**config.mk**
```make
export PLATFORM = sky130hd
export DESIGN_NAME = plm_macrocells
export DESIGN_NICKNAME = d
export VERILOG_FILES = /design/src/plm_pkg.sv /design/src/plm_macrocells.sv
export SDC_FILE = /design/constraint.sdc
export NUM_CORES = 1
export LEC_CHECK = 0
export BUFFER_PORTS_ARGS = -buffer_cell sky130_fd_sc_hd__buf_2
export CAP_MARGIN = 15
export CORE_MARGIN = 10
export CORE_UTILIZATION = 55
export CTS_BUF_LIST = sky130_fd_sc_hd__clkbuf_16
export CTS_CLUSTER_SIZE = 28
export DETAILED_ROUTE_END_ITERATION = 7
export PLACE_DENSITY = 0.81
export SLEW_MARGIN = 25
export SYNTH_ARGS = -nofsm -noshare
export SYNTH_HDL_FRONTEND = slang
export SYNTH_SLANG_ARGS = --single-unit
```
**constraint.sdc**
```tcl
create_clock -name pclk -period 3.3 [get_ports pclk]
set_input_delay 0.66 -clock pclk [delete_from_list [all_inputs] [get_ports pclk]]
set_output_delay 0.66 -clock pclk [all_outputs]
set_load 0.01 [all_outputs]
```
**src/plm_pkg.sv**
```systemverilog
// package for the programmable logic macrocell block
package plm_pkg;
  // register byte offsets on apb
  localparam logic [11:0] ADDR_CELL_FIRST = 12'h000;
  localparam logic [11:0] ADDR_CELL_SECOND = 12'h004;
  localparam logic [11:0] ADDR_MASK_FIRST = 12'h008;
  localparam logic [11:0] ADDR_MASK_SECOND = 12'h00c;
  localparam logic [11:0] ADDR_PWR_0 = 12'h010;
  localparam logic [11:0] ADDR_PWR_2 = 12'h014;
  localparam logic [11:0] ADDR_CFG = 12'h018;
  localparam logic [11:0] ADDR_INPUT_CELLS = 12'h01c;
  localparam logic [11:0] ADDR_STATUS = 12'h020;
  // field positions
  localparam int FAST_BIT = 3;
  localparam int CFG_LEVEL_LOAD_BIT = 0;
  localparam int CFG_PT_BASE = 8;
  // reset values
  localparam logic [7:0] MASK_RST = 8'h00;
  localparam logic [7:0] PWR0_RST = 8'h00;
  localparam logic [4:0] PWR2_RST = 5'h00;
  // counts
  localparam int NUM_CELLS = 16;
  localparam int NUM_IN_CELLS = 24;
  localparam int NUM_PT = 137;
  localparam int NUM_CTRL = 5;
  localparam int NUM_CS = 3;
  localparam int NATIVE_FIRST = 3;
  localparam int BORROW_FIRST = 6;
  localparam int NATIVE_SECOND = 4;
  localparam int BORROW_SECOND_LO = 5;
  localparam int BORROW_SECOND_HI = 6;
  localparam int PTS_PER_CELL = 10;
  // standby idle time
  localparam int IDLE_NS = 70;
  localparam int CLK_NS = 10;
  localparam int IDLE_CYC = IDLE_NS / CLK_NS;
  localparam int SLOW_EXTRA_CYC = 1;
  // flip-flop kinds
  typedef enum logic [1:0] {FF_D, FF_T, FF_JK, FF_SR} plm_ff_t;
  // per cell configuration
  typedef struct packed {
    plm_ff_t ff_kind;
    logic registered;
    logic invert;
    logic clk_from_pin;
    logic [3:0] borrow_cnt;
    logic to_second_port;
  } plm_cell_cfg_t;
  // apb request
  typedef struct packed {
    logic sel;
    logic enable;
    logic write;
    logic [11:0] addr;
    logic [31:0] wdata;
  } plm_apb_req_t;
endpackage : plm_pkg

```
**src/plm_macrocells.sv**
```systemverilog
// output macrocell array with apb register access
//
// The address map and the APB interface to the registers were left to the implementer.
`timescale 1ns/1ps
`default_nettype none
module plm_macrocells (
  input wire logic pclk,
  input wire logic presetn,
  input wire logic psel,
  input wire logic penable,
  input wire logic pwrite,
  input wire logic [11:0] paddr,
  input wire logic [31:0] pwdata,
  output logic [31:0] prdata,
  output logic pready,
  output logic pslverr,
  input wire logic [plm_pkg::NUM_PT-1:0] product_terms,
  input wire logic [plm_pkg::NUM_CTRL-1:0] host_ctrl,
  input wire logic [plm_pkg::NUM_IN_CELLS-1:0] input_macrocell,
  input wire logic logic_clock_input,
  input wire logic [plm_pkg::NUM_CELLS-1:0] port_dir,
  input wire logic [plm_pkg::NUM_CELLS*12-1:0] cell_cfg_flat,
  output logic [plm_pkg::NUM_CELLS-1:0] cell_out,
  output logic [plm_pkg::NUM_CELLS-1:0] cell_oe_n,
  output logic [plm_pkg::NUM_CS-1:0] ext_cs,
  output logic [plm_pkg::NUM_CTRL-1:0] array_ctrl,
  output logic array_standby
);
  localparam int N = plm_pkg::NUM_CELLS;
  localparam int P = plm_pkg::PTS_PER_CELL;

  // input synchronisers, two flops per pin
  // only the second flop of each pair is read by logic
  logic [N-1:0] dir_s1_q, dir_s2_q;
  logic [plm_pkg::NUM_IN_CELLS-1:0] imc_s1_q, imc_s2_q;
  logic [plm_pkg::NUM_PT-1:0] pt_s1_q, pt_s2_q, pt_prev_q;
  logic [plm_pkg::NUM_CTRL-1:0] ctl_s1_q, ctl_s2_q;
  logic lck_s1_q, lck_s2_q, lck_prev_q;
  always_ff @(posedge pclk or negedge presetn) begin
    if (!presetn) begin
      dir_s1_q <= '0;
      dir_s2_q <= '0;
    end else begin
      dir_s1_q <= port_dir;
      dir_s2_q <= dir_s1_q;
    end
  end

  always_ff @(posedge pclk or negedge presetn) begin
    if (!presetn) begin
      imc_s1_q <= '0;
      imc_s2_q <= '0;
    end else begin
      imc_s1_q <= input_macrocell;
      imc_s2_q <= imc_s1_q;
    end
  end

  always_ff @(posedge pclk or negedge presetn) begin
    if (!presetn) begin
      pt_s1_q <= '0;
      pt_s2_q <= '0;
    end else begin
      pt_s1_q <= product_terms;
      pt_s2_q <= pt_s1_q;
    end
  end

  always_ff @(posedge pclk or negedge presetn) begin
    if (!presetn) begin
      ctl_s1_q <= '0;
      ctl_s2_q <= '0;
    end else begin
      ctl_s1_q <= host_ctrl;
      ctl_s2_q <= ctl_s1_q;
    end
  end

  // logic clock idles low, so no false edge after reset
  always_ff @(posedge pclk or negedge presetn) begin
    if (!presetn) begin
      lck_s1_q <= 1'b0;
      lck_s2_q <= 1'b0;
    end else begin
      lck_s1_q <= logic_clock_input;
      lck_s2_q <= lck_s1_q;
    end
  end

  // registers
  logic [7:0] mask_first_q, mask_second_q, pwr0_q;
  logic [4:0] pwr2_q;
  logic level_load_q;
  logic [N-1:0] ff_q;
  logic [N-1:0] host_wr_pend_q;
  logic [N-1:0] host_wr_data_q;
  logic [31:0] prdata_q;
  logic [3:0] idle_cnt_q;
  logic standby_q, slow_q;

  wire apb_setup = psel && !penable;
  wire apb_access = psel && penable;
  wire wr_acc = apb_access && pwrite;
  wire hit_cf = (paddr == plm_pkg::ADDR_CELL_FIRST);
  wire hit_cs = (paddr == plm_pkg::ADDR_CELL_SECOND);
  wire hit_mf = (paddr == plm_pkg::ADDR_MASK_FIRST);
  wire hit_ms = (paddr == plm_pkg::ADDR_MASK_SECOND);
  wire hit_p0 = (paddr == plm_pkg::ADDR_PWR_0);
  wire hit_p2 = (paddr == plm_pkg::ADDR_PWR_2);
  wire hit_cfg = (paddr == plm_pkg::ADDR_CFG);
  wire hit_imc = (paddr == plm_pkg::ADDR_INPUT_CELLS);
  wire hit_st = (paddr == plm_pkg::ADDR_STATUS);
  wire hit_any = hit_cf | hit_cs | hit_mf | hit_ms | hit_p0 | hit_p2 | hit_cfg | hit_imc | hit_st;
  wire fast_mode = pwr0_q[plm_pkg::FAST_BIT];

  // host write strobe per cell, blocked by mask
  wire [N-1:0] load_sel = {{8{hit_cs}} & ~mask_second_q, {8{hit_cf}} & ~mask_first_q};
  wire [N-1:0] load_data = {pwdata[7:0], pwdata[7:0]};
  // level mode loads during strobe; edge mode one cycle after it ends
  wire [N-1:0] level_now = (wr_acc && level_load_q) ? load_sel : '0;
  wire [N-1:0] edge_now = (wr_acc && !level_load_q) ? load_sel : '0;

  // native budget plus borrowed terms, borrow capped per group
  function automatic logic [3:0] term_reach(input int idx, input logic [3:0] borrow);
    logic [3:0] native;
    logic [3:0] cap;
    if (idx < 8) begin
      native = 4'(plm_pkg::NATIVE_FIRST);
      cap = 4'(plm_pkg::BORROW_FIRST);
    end else if (idx < 12) begin
      native = 4'(plm_pkg::NATIVE_SECOND);
      cap = 4'(plm_pkg::BORROW_SECOND_LO);
    end else begin
      native = 4'(plm_pkg::NATIVE_SECOND);
      cap = 4'(plm_pkg::BORROW_SECOND_HI);
    end
    return native + ((borrow > cap) ? cap : borrow);
  endfunction : term_reach

  // cell clock edges
  wire lck_rise = lck_s2_q && !lck_prev_q;
  logic [N-1:0] fb, oe_d;
  logic [N-1:0] nxt;
  genvar g;
  generate
    for (g = 0; g < N; g++) begin : g_cell
      plm_pkg::plm_cell_cfg_t cfg;
      logic [P-1:0] pts;
      logic [P-1:0] avail;
      logic sum, pol, ckpt, clk_edge, pre, clr, oe_pt, ff_next;
      logic [3:0] reach;
      // config fills the low ten bits of each twelve-bit slot
      assign cfg = plm_pkg::plm_cell_cfg_t'(cell_cfg_flat[g*12 +: 10]);
      // terms 0..5 own/borrowed, 6 clock, 7 preset, 8,9 clear
      assign pts = pt_s2_q[g*8 +: P];
      assign reach = term_reach(g, cfg.borrow_cnt);
      // only terms 0..5 that lie within reach feed the sum
      for (genvar k = 0; k < 6; k++) begin : g_pt
        assign avail[k] = pts[k] && (4'(k) < reach);
      end
      assign avail[P-1:6] = '0;
      assign sum = |avail;
      assign pol = sum ^ cfg.invert;
      assign ckpt = pts[6];
      assign clk_edge = cfg.clk_from_pin ? lck_rise : (ckpt && !pt_prev_q[g*8+6]);
      assign pre = pts[7];
      assign clr = pts[8] | pts[9];
      assign oe_pt = pt_s2_q[128 + (g % 8)];
      always_comb begin
        ff_next = ff_q[g];
        case (cfg.ff_kind)
          plm_pkg::FF_D: ff_next = pol;
          plm_pkg::FF_T: ff_next = ff_q[g] ^ pol;
          plm_pkg::FF_JK: ff_next = (pol & ~ff_q[g]) | (~pts[1] & ff_q[g]);
          plm_pkg::FF_SR: ff_next = pol ? 1'b1 : (pts[1] ? 1'b0 : ff_q[g]);
          default: ff_next = ff_q[g];
        endcase
        if (clr)
          nxt[g] = 1'b0;
        else if (pre)
          nxt[g] = 1'b1;
        else if (clk_edge)
          nxt[g] = ff_next;
        else
          nxt[g] = ff_q[g];
        // host load overrides preset, clear and clock
        if (level_now[g])
          nxt[g] = load_data[g];
        else if (host_wr_pend_q[g])
          nxt[g] = host_wr_data_q[g];
      end
      assign fb[g] = cfg.registered ? ff_q[g] : pol;
      assign oe_d[g] = oe_pt | dir_s2_q[g];
    end
  endgenerate

  // standby detection on idle array inputs
  wire inputs_changed = (pt_s2_q != pt_prev_q);
  always_ff @(posedge pclk or negedge presetn) begin
    if (!presetn) begin
      pt_prev_q <= '0;
      lck_prev_q <= 1'b0;
    end else begin
      pt_prev_q <= pt_s2_q;
      lck_prev_q <= lck_s2_q;
    end
  end

  // idle counter; any term change or fast mode wakes the arrays
  always_ff @(posedge pclk or negedge presetn) begin
    if (!presetn) begin
      idle_cnt_q <= '0;
      standby_q <= 1'b0;
      slow_q <= 1'b0;
    end else begin
      if (fast_mode || inputs_changed) begin
        idle_cnt_q <= '0;
        standby_q <= 1'b0;
      end else if (idle_cnt_q < 4'(plm_pkg::IDLE_CYC)) begin
        idle_cnt_q <= idle_cnt_q + 4'h1;
      end else begin
        standby_q <= 1'b1;
      end
      slow_q <= !slow_q;
    end
  end

  // cell flip-flops
  always_ff @(posedge pclk or negedge presetn) begin
    if (!presetn) begin
      ff_q <= '0;
    end else begin
      ff_q <= nxt;
    end
  end

  // edge-mode load lands one cycle after the strobe ends
  always_ff @(posedge pclk or negedge presetn) begin
    if (!presetn) begin
      host_wr_pend_q <= '0;
      host_wr_data_q <= '0;
    end else begin
      host_wr_pend_q <= edge_now;
      host_wr_data_q <= load_data;
    end
  end

  // mask registers
  always_ff @(posedge pclk or negedge presetn) begin
    if (!presetn) begin
      mask_first_q <= plm_pkg::MASK_RST;
      mask_second_q <= plm_pkg::MASK_RST;
    end else if (wr_acc && hit_mf) begin
      mask_first_q <= pwdata[7:0];
    end else if (wr_acc && hit_ms) begin
      mask_second_q <= pwdata[7:0];
    end
  end

  // power and load-mode registers
  always_ff @(posedge pclk or negedge presetn) begin
    if (!presetn) begin
      pwr0_q <= plm_pkg::PWR0_RST;
      pwr2_q <= plm_pkg::PWR2_RST;
      level_load_q <= 1'b0;
    end else if (wr_acc && hit_p0) begin
      pwr0_q <= pwdata[7:0];
    end else if (wr_acc && hit_p2) begin
      pwr2_q <= pwdata[4:0];
    end else if (wr_acc && hit_cfg) begin
      level_load_q <= pwdata[plm_pkg::CFG_LEVEL_LOAD_BIT];
    end
  end

  // read mux, answered in the setup cycle so data is ready at access
  wire [31:0] rd_mux =
    hit_cf ? {24'h0, fb[7:0]} :
    hit_cs ? {24'h0, fb[15:8]} :
    hit_mf ? {24'h0, mask_first_q} :
    hit_ms ? {24'h0, mask_second_q} :
    hit_p0 ? {24'h0, pwr0_q} :
    hit_p2 ? {27'h0, pwr2_q} :
    hit_cfg ? {31'h0, level_load_q} :
    hit_imc ? {8'h0, imc_s2_q} :
    hit_st ? {30'h0, slow_q & ~fast_mode, standby_q} : 32'h0;

  // outputs
  logic [N-1:0] out_q, oe_n_q;
  logic [plm_pkg::NUM_CS-1:0] cs_q;
  logic [plm_pkg::NUM_CTRL-1:0] actl_q;
  logic pready_q, pslverr_q;
  // pin side outputs; pins undriven while in reset
  always_ff @(posedge pclk or negedge presetn) begin
    if (!presetn) begin
      out_q <= '0;
      oe_n_q <= '1;
      cs_q <= '0;
      actl_q <= '0;
    end else begin
      out_q <= fb;
      oe_n_q <= ~oe_d;
      cs_q <= pt_s2_q[plm_pkg::NUM_PT-1 -: plm_pkg::NUM_CS];
      actl_q <= ctl_s2_q & ~pwr2_q;
    end
  end

  // bus answer: one-cycle ready in the access phase
  always_ff @(posedge pclk or negedge presetn) begin
    if (!presetn) begin
      prdata_q <= '0;
      pready_q <= 1'b0;
      pslverr_q <= 1'b0;
    end else begin
      prdata_q <= apb_setup ? rd_mux : prdata_q;
      pready_q <= apb_setup;
      pslverr_q <= apb_setup && !hit_any;
    end
  end
  assign cell_out = out_q;
  assign cell_oe_n = oe_n_q;
  assign ext_cs = cs_q;
  assign array_ctrl = actl_q;
  assign array_standby = standby_q;
  assign prdata = prdata_q;
  assign pready = pready_q;
  assign pslverr = pslverr_q;
endmodule : plm_macrocells
`default_nettype wire

```
== Word-level counts from Yosys, hierarchy flattened ==
Cells that the tools add are included.

* Bits in registers: 662

* Add/subtract/negate cells: 17
* Magnitude comparators: 113
* Equal/unequal tests: 74
* Mux-type cells: 191
* Bitwise logic cells: 164
* Reductions and logical operators: 215

{| class="wikitable"
|+ Operators by type and width
! operator !! count
|-
| two-way mux 24 bit || 8
|-
| two-way mux 1 bit || 146
|-
| != test 137 bit || 1
|-
| < comparator 1 x 4 -> 1 bit, first input constant || 32
|-
| < comparator 2 x 4 -> 1 bit, first input constant || 32
|-
| < comparator 3 x 4 -> 1 bit, first input constant || 32
|-
| logical AND 1 bit || 124
|-
| != test 7 bit, second input constant || 16
|-
| OR reduction 6 bit || 16
|-
| nonzero test 5 bit || 16
|-
| two-way mux 4 bit || 18
|-
| equality test 2 bit, second input constant || 32
|-
| > comparator 4 x 3 -> 1 bit, second input constant || 16
|-
| one-hot mux 1 bit (4 select lines) || 16
|-
| bitwise OR 1 bit || 56
|-
| equality test 12 x 5 -> 1 bit, second input constant || 4
|-
| inverter 1 bit || 36
|-
| AND reduction 2 bit || 18
|-
| AND 1 bit || 33
|-
| adder 2 x 4 -> 4 bit, first input constant || 8
|-
| adder 3 x 4 -> 4 bit, first input constant || 8
|-
| equality test 2 x 1 -> 1 bit, second input constant || 16
|-
| logical NOT 2 bit || 16
|-
| two-way mux 16 bit || 2
|-
| other kinds (18) || 72
|}

== Longest topological paths before layout ==
* Depth in word-level cells: 15
* Mapped depth: 9

== Worst setup path before layout ==
Ideal clock, no wire load.

* Kind: input -> register
* Start point: in paddr[7]
* End point: reg pwr0_q[0]
* Data arrival time: 2.331 ns
* Path slack: 0.844 ns
* Stages: 5
* Path through: or4_4 > nor3_4 > nand4b_4 > nor4_4 > mux2_2

* Word-level cells in the longest chain between the ends: 2

{| class="wikitable"
|+ RTL lines
! item !! RTL line !! text
|-
| from (decl) || plm_macrocells.sv:12 || <nowiki>input wire logic [11:0] paddr,</nowiki>
|-
| equality test 12 x 5 -> 1 bit || plm_macrocells.sv:108 || <nowiki>wire hit_p0 = (paddr == plm_pkg::ADDR_PWR_0);</nowiki>
|-
| logical AND 1 bit || plm_macrocells.sv:266 || <nowiki>end else if (wr_acc && hit_p0) begin</nowiki>
|-
| to (signal assigned) || plm_macrocells.sv:263 || <nowiki>pwr0_q <= plm_pkg::PWR0_RST;</nowiki>
|-
| to (signal assigned) || plm_macrocells.sv:267 || <nowiki>pwr0_q <= pwdata[7:0];</nowiki>
|-
| to (decl) || plm_macrocells.sv:91 || <nowiki>logic [7:0] mask_first_q, mask_second_q, pwr0_q;</nowiki>
|}

Every way passes these cells.
A chain may end at the register's enable or synchronous reset.

== Worst setup path after layout ==
* Start point: reg pt_s2_q[110] in the netlist's numbering
* End point: reg standby_q, in the netlist array_standby

* Word-level cells in the longest chain between the ends: 3

{| class="wikitable"
|+ RTL lines
! item !! RTL line !! text
|-
| from (decl) || plm_macrocells.sv:36 || <nowiki>logic [plm_pkg::NUM_PT-1:0] pt_s1_q, pt_s2_q, pt_prev_q;</nowiki>
|-
| from (signal assigned) || plm_macrocells.sv:65 || <nowiki>pt_s2_q <= pt_s1_q;</nowiki>
|-
| != test 137 bit * || plm_macrocells.sv:198 || <nowiki>wire inputs_changed = (pt_s2_q != pt_prev_q);</nowiki>
|-
| logical OR 1 bit * || plm_macrocells.sv:216 || <nowiki>if (fast_mode || inputs_changed) begin</nowiki>
|-
| != test 2 bit (no source line) / two-way mux 1 bit (equally long branches) || -- ||
|-
| to (signal assigned) || plm_macrocells.sv:213 || <nowiki>standby_q <= 1'b0;</nowiki>
|-
| to (signal assigned) || plm_macrocells.sv:218 || <nowiki>standby_q <= 1'b0;</nowiki>
|-
| to (signal assigned) || plm_macrocells.sv:222 || <nowiki>standby_q <= 1'b1;</nowiki>
|-
| to (decl) || plm_macrocells.sv:99 || <nowiki>logic standby_q, slow_q;</nowiki>
|}

Every way passes the cells marked *; elsewhere a longest branch is shown, timed or not.

==> flow_summary.toml <==
[routing]
wl_per_cell_um = 24.0
drtIter0Drc = 1283
via_per_inst = 5.65
drc = 0
num_vias = 16847
final_antenna_net_count = 0
wl_um = 71700
firstDrtPassIters = 6

[clock_network]
cts_setup_buffers = 0
clockBufferDepth = 3
htree_levels = 2
cts_tree = "built"
cts_resized = 0
postCtsHoldBufs = 1
cts_sinks = 643
cts_made_buffers = 61
cts.clk_slew.worst_paths_ps = 70
cts-root-buf = "clkbuf_16"
worst_skew_pair.late_latency_ps = 630

[worst_setup_path]
cp_max_fo = 5
crit_path_start_kind = "flop"
setup.worst_path.end_class = "flop"
crit_arrival_ps = 3170
cp.required_ps = 3840
criticalPathCategory = "reg2reg"

[synth]
synth-seq-area-share_pct = 66.7
syn_area_per_cell_um2 = 13.0
async_reset_ff_share_pct = 100
yosys-top-cells-area = "dfrtp_1 (65%), ha_1 (3.8%), xor2_1 (2.0%)"
muxShareOfSynthArea_pct = 2.38
synth-simple-area-share_pct = 12.1
synth_flop_cell = "dfrtp_1"
synth_xor_area_share_pct = 2.79
synth_top_family_by_area = "simple AND/OR/NAND/NOR gates"
synth-seq-cells = 643
synth-edff-count = 0
synth_fa_ha_area_share_pct = 3.78
syn_area_um2 = 24100
syn_inst = 1851
ys_warn_count = 0
synth_top_area_cell = "dfrtp_1"
synth.distinct_cells = 76
synth_top_cell_area_share_pct = 65.0
synth_compound_area_share_pct = 9.60

[pwr]
p_leak_nw = 14.0
comb_power_share_pct = 7.5
pwr-share-seq_pct = 51.5
p_total_mw = 16.6
switching_share_pct = 24.0
internal_power_mw = 12.7
vdd_drop_max_v = 0.000525
p_per_area_nw_per_um2 = 570
power_switching_mw = 3.99
power.share.clock_pct = 41.0

[floorplanning]
coreArea_um2 = 43300
die-width_um = 230
ios = 499
die_area_um2 = 52700
initial_utilization_pct = 55.8
die_y_um = 230
row_count = 76

[timing]
clock.fmax_mhz = 380
rsz0062_at_grt = "no"
fin_crit_sh_pct = 79.8
worst_pin_slew_ps = 751
tns_ps = 0
hold_viol_final = 0
finalSetupViolations = 0
fin_crit_ps = 2630
final.setup_skew_ps = 22.2
slew_violations = 0
slew_headroom_pct = 49.4

[job]
cap_violations = 0

[global_route]
antenna_found_initial = 22
grt_max_degree = 108
grt-ovfl-total = 0
grt_pass1_vias = 18088
track_usage_pct = 27.1
grt_pass1_wl_um = 108000

[cells_and_area]
area_growth_pct = 20.8
layout-drive-gt1-share_pct = 25.5
nets = 2839

[status]
status = "finished, final reports clean"

[place]
hpwl_um = 54900
gp_congestion = 0.943
port_buffers = 418

[min_path]
worstHoldPathType = "in2reg"
-- through the flow --
stage          cells  utilization (%)  hold WS, ps  worst slack [ps]  area (um^2)
5_1_grt         2979             67.4          104               504        29200
2_1_floorplan   1858                -          331               844        24200
6_report        2983             67.4          128               668        29200
3_3_place_gp    2863             62.9          331               510        27200
3_5_place_dp    2863             62.9          335               375        27200
4_1_cts         2974             67.4          103               635        29200
-- path summary, 6_finish.rpt --
path,depth (start not counted),slack [ps],startpoint,endpoint
worst min-delay path,1,130,product_terms[28],pt_s1_q[28]
max in group asynchronous,4,1700,presetn,imc_s2_q[9]
worst min register to register,0,330,pt_s1_q[45],pt_s2_q[45]
worst max register to register,8,670,pt_s2_q[110],array_standby
min in group asynchronous,2,560,presetn,pt_s2_q[110]
worst max-delay path,8,670,pt_s2_q[110],array_standby
-- worst max-delay path, cell delays in order (launching register included) --
cell	delay (ps)
dfrtp_1	380
ha_1	280
nand4_1	210
a221oi_1	410
nand4_1	290
nor4_1	380
buf_4	190
nand4_1	210
a21oi_1	200
-- per-layer routing --
layer / track usage (%) / share of wire, % / vias to the layer above
met4: 11.6 / 4.3 / 24
met5: 0 / 0.21 / -
met1: 33.2 / 39 / 8371
met3: 7.13 / 8.3 / 204
li1: - / - / 7513
met2: 44.6 / 48 / 735
-- cells in the mapped netlist (9+ instances only) --
master,instances
mux2_2,27
a211oi_1,17
or3_1,14
o21bai_1,11
xnor2_1,22
dfrtp_1,627
a22o_1,20
nor2_1,113
nand3_1,30
o211ai_1,22
o41ai_1,11
nor4bb_1,10
xor2_1,55
a21oi_1,34
nand3b_1,19
o31ai_1,19
nor3_1,20
clkbuf_1,18
a31oi_1,19
dfstp_2,16
nor4_1,47
o21ai_0,55
a31o_2,9
buf_4,12
nor2b_1,53
and2_1,10
mux2i_1,27
ha_1,73
nand2_1,93
o211a_1,9
nand2b_1,57
nand4_1,19
inv_1,121
a2111oi_0,14
-- sequential cells by signal, summed over array words and instances, names as in the netlist, 24 cells and up --
name       count
pt_s1_q      137
imc_s1_q      24
imc_s2_q      24
pt_prev_q    134
pt_s2_q      137
prdata        24
-- power by group through the flow --
stage          sequential, mW  combinational (mW)  clock [mW]
2_1_floorplan            8.59               0.525           0
3_3_place_gp             8.68                1.20           0
3_5_place_dp             8.70                1.25           0
4_1_cts                  8.56                1.26        6.93
5_1_grt                  8.60                1.39        7.24
6_report                 8.56                1.25        6.82
-- cells by family (layout without fill, tap and decap cells) --
kind of cell	count (synthesis)	in the layout
DFF	643	643
AOI/OAI and AO/OA	317	317
muxes	54	54
xor gates and xnor gates	77	77
buffers and inverters	158	689
other	1	17
and+or+nand+nor	528	528
adders and majority gates	73	73
-- layout by cell type (no fill, tap or decap), types with 30 or more instances in the layout --
cell type,instances
nand3_1,30
buf_2,417
buf_4,32
nor4_1,47
nand2b_1,57
a21oi_1,34
xor2_1,55
inv_1,130
ha_1,73
nand2_1,93
dfrtp_1,627
clkbuf_16,62
o21ai_0,55
nor2_1,113
nor2b_1,53
-- final cells by class --
class,instances,area (um^2)
diodes,9,22.5
clock buffers,62,1550
clock inverters,48,394
fillers,3056,14100
inverters,121,454
multi-input cells,1057,7420
flip-flops and latches,643,16100
well taps,585,732
repair buffers,458,2490
(Power assumes the default switching activity.)
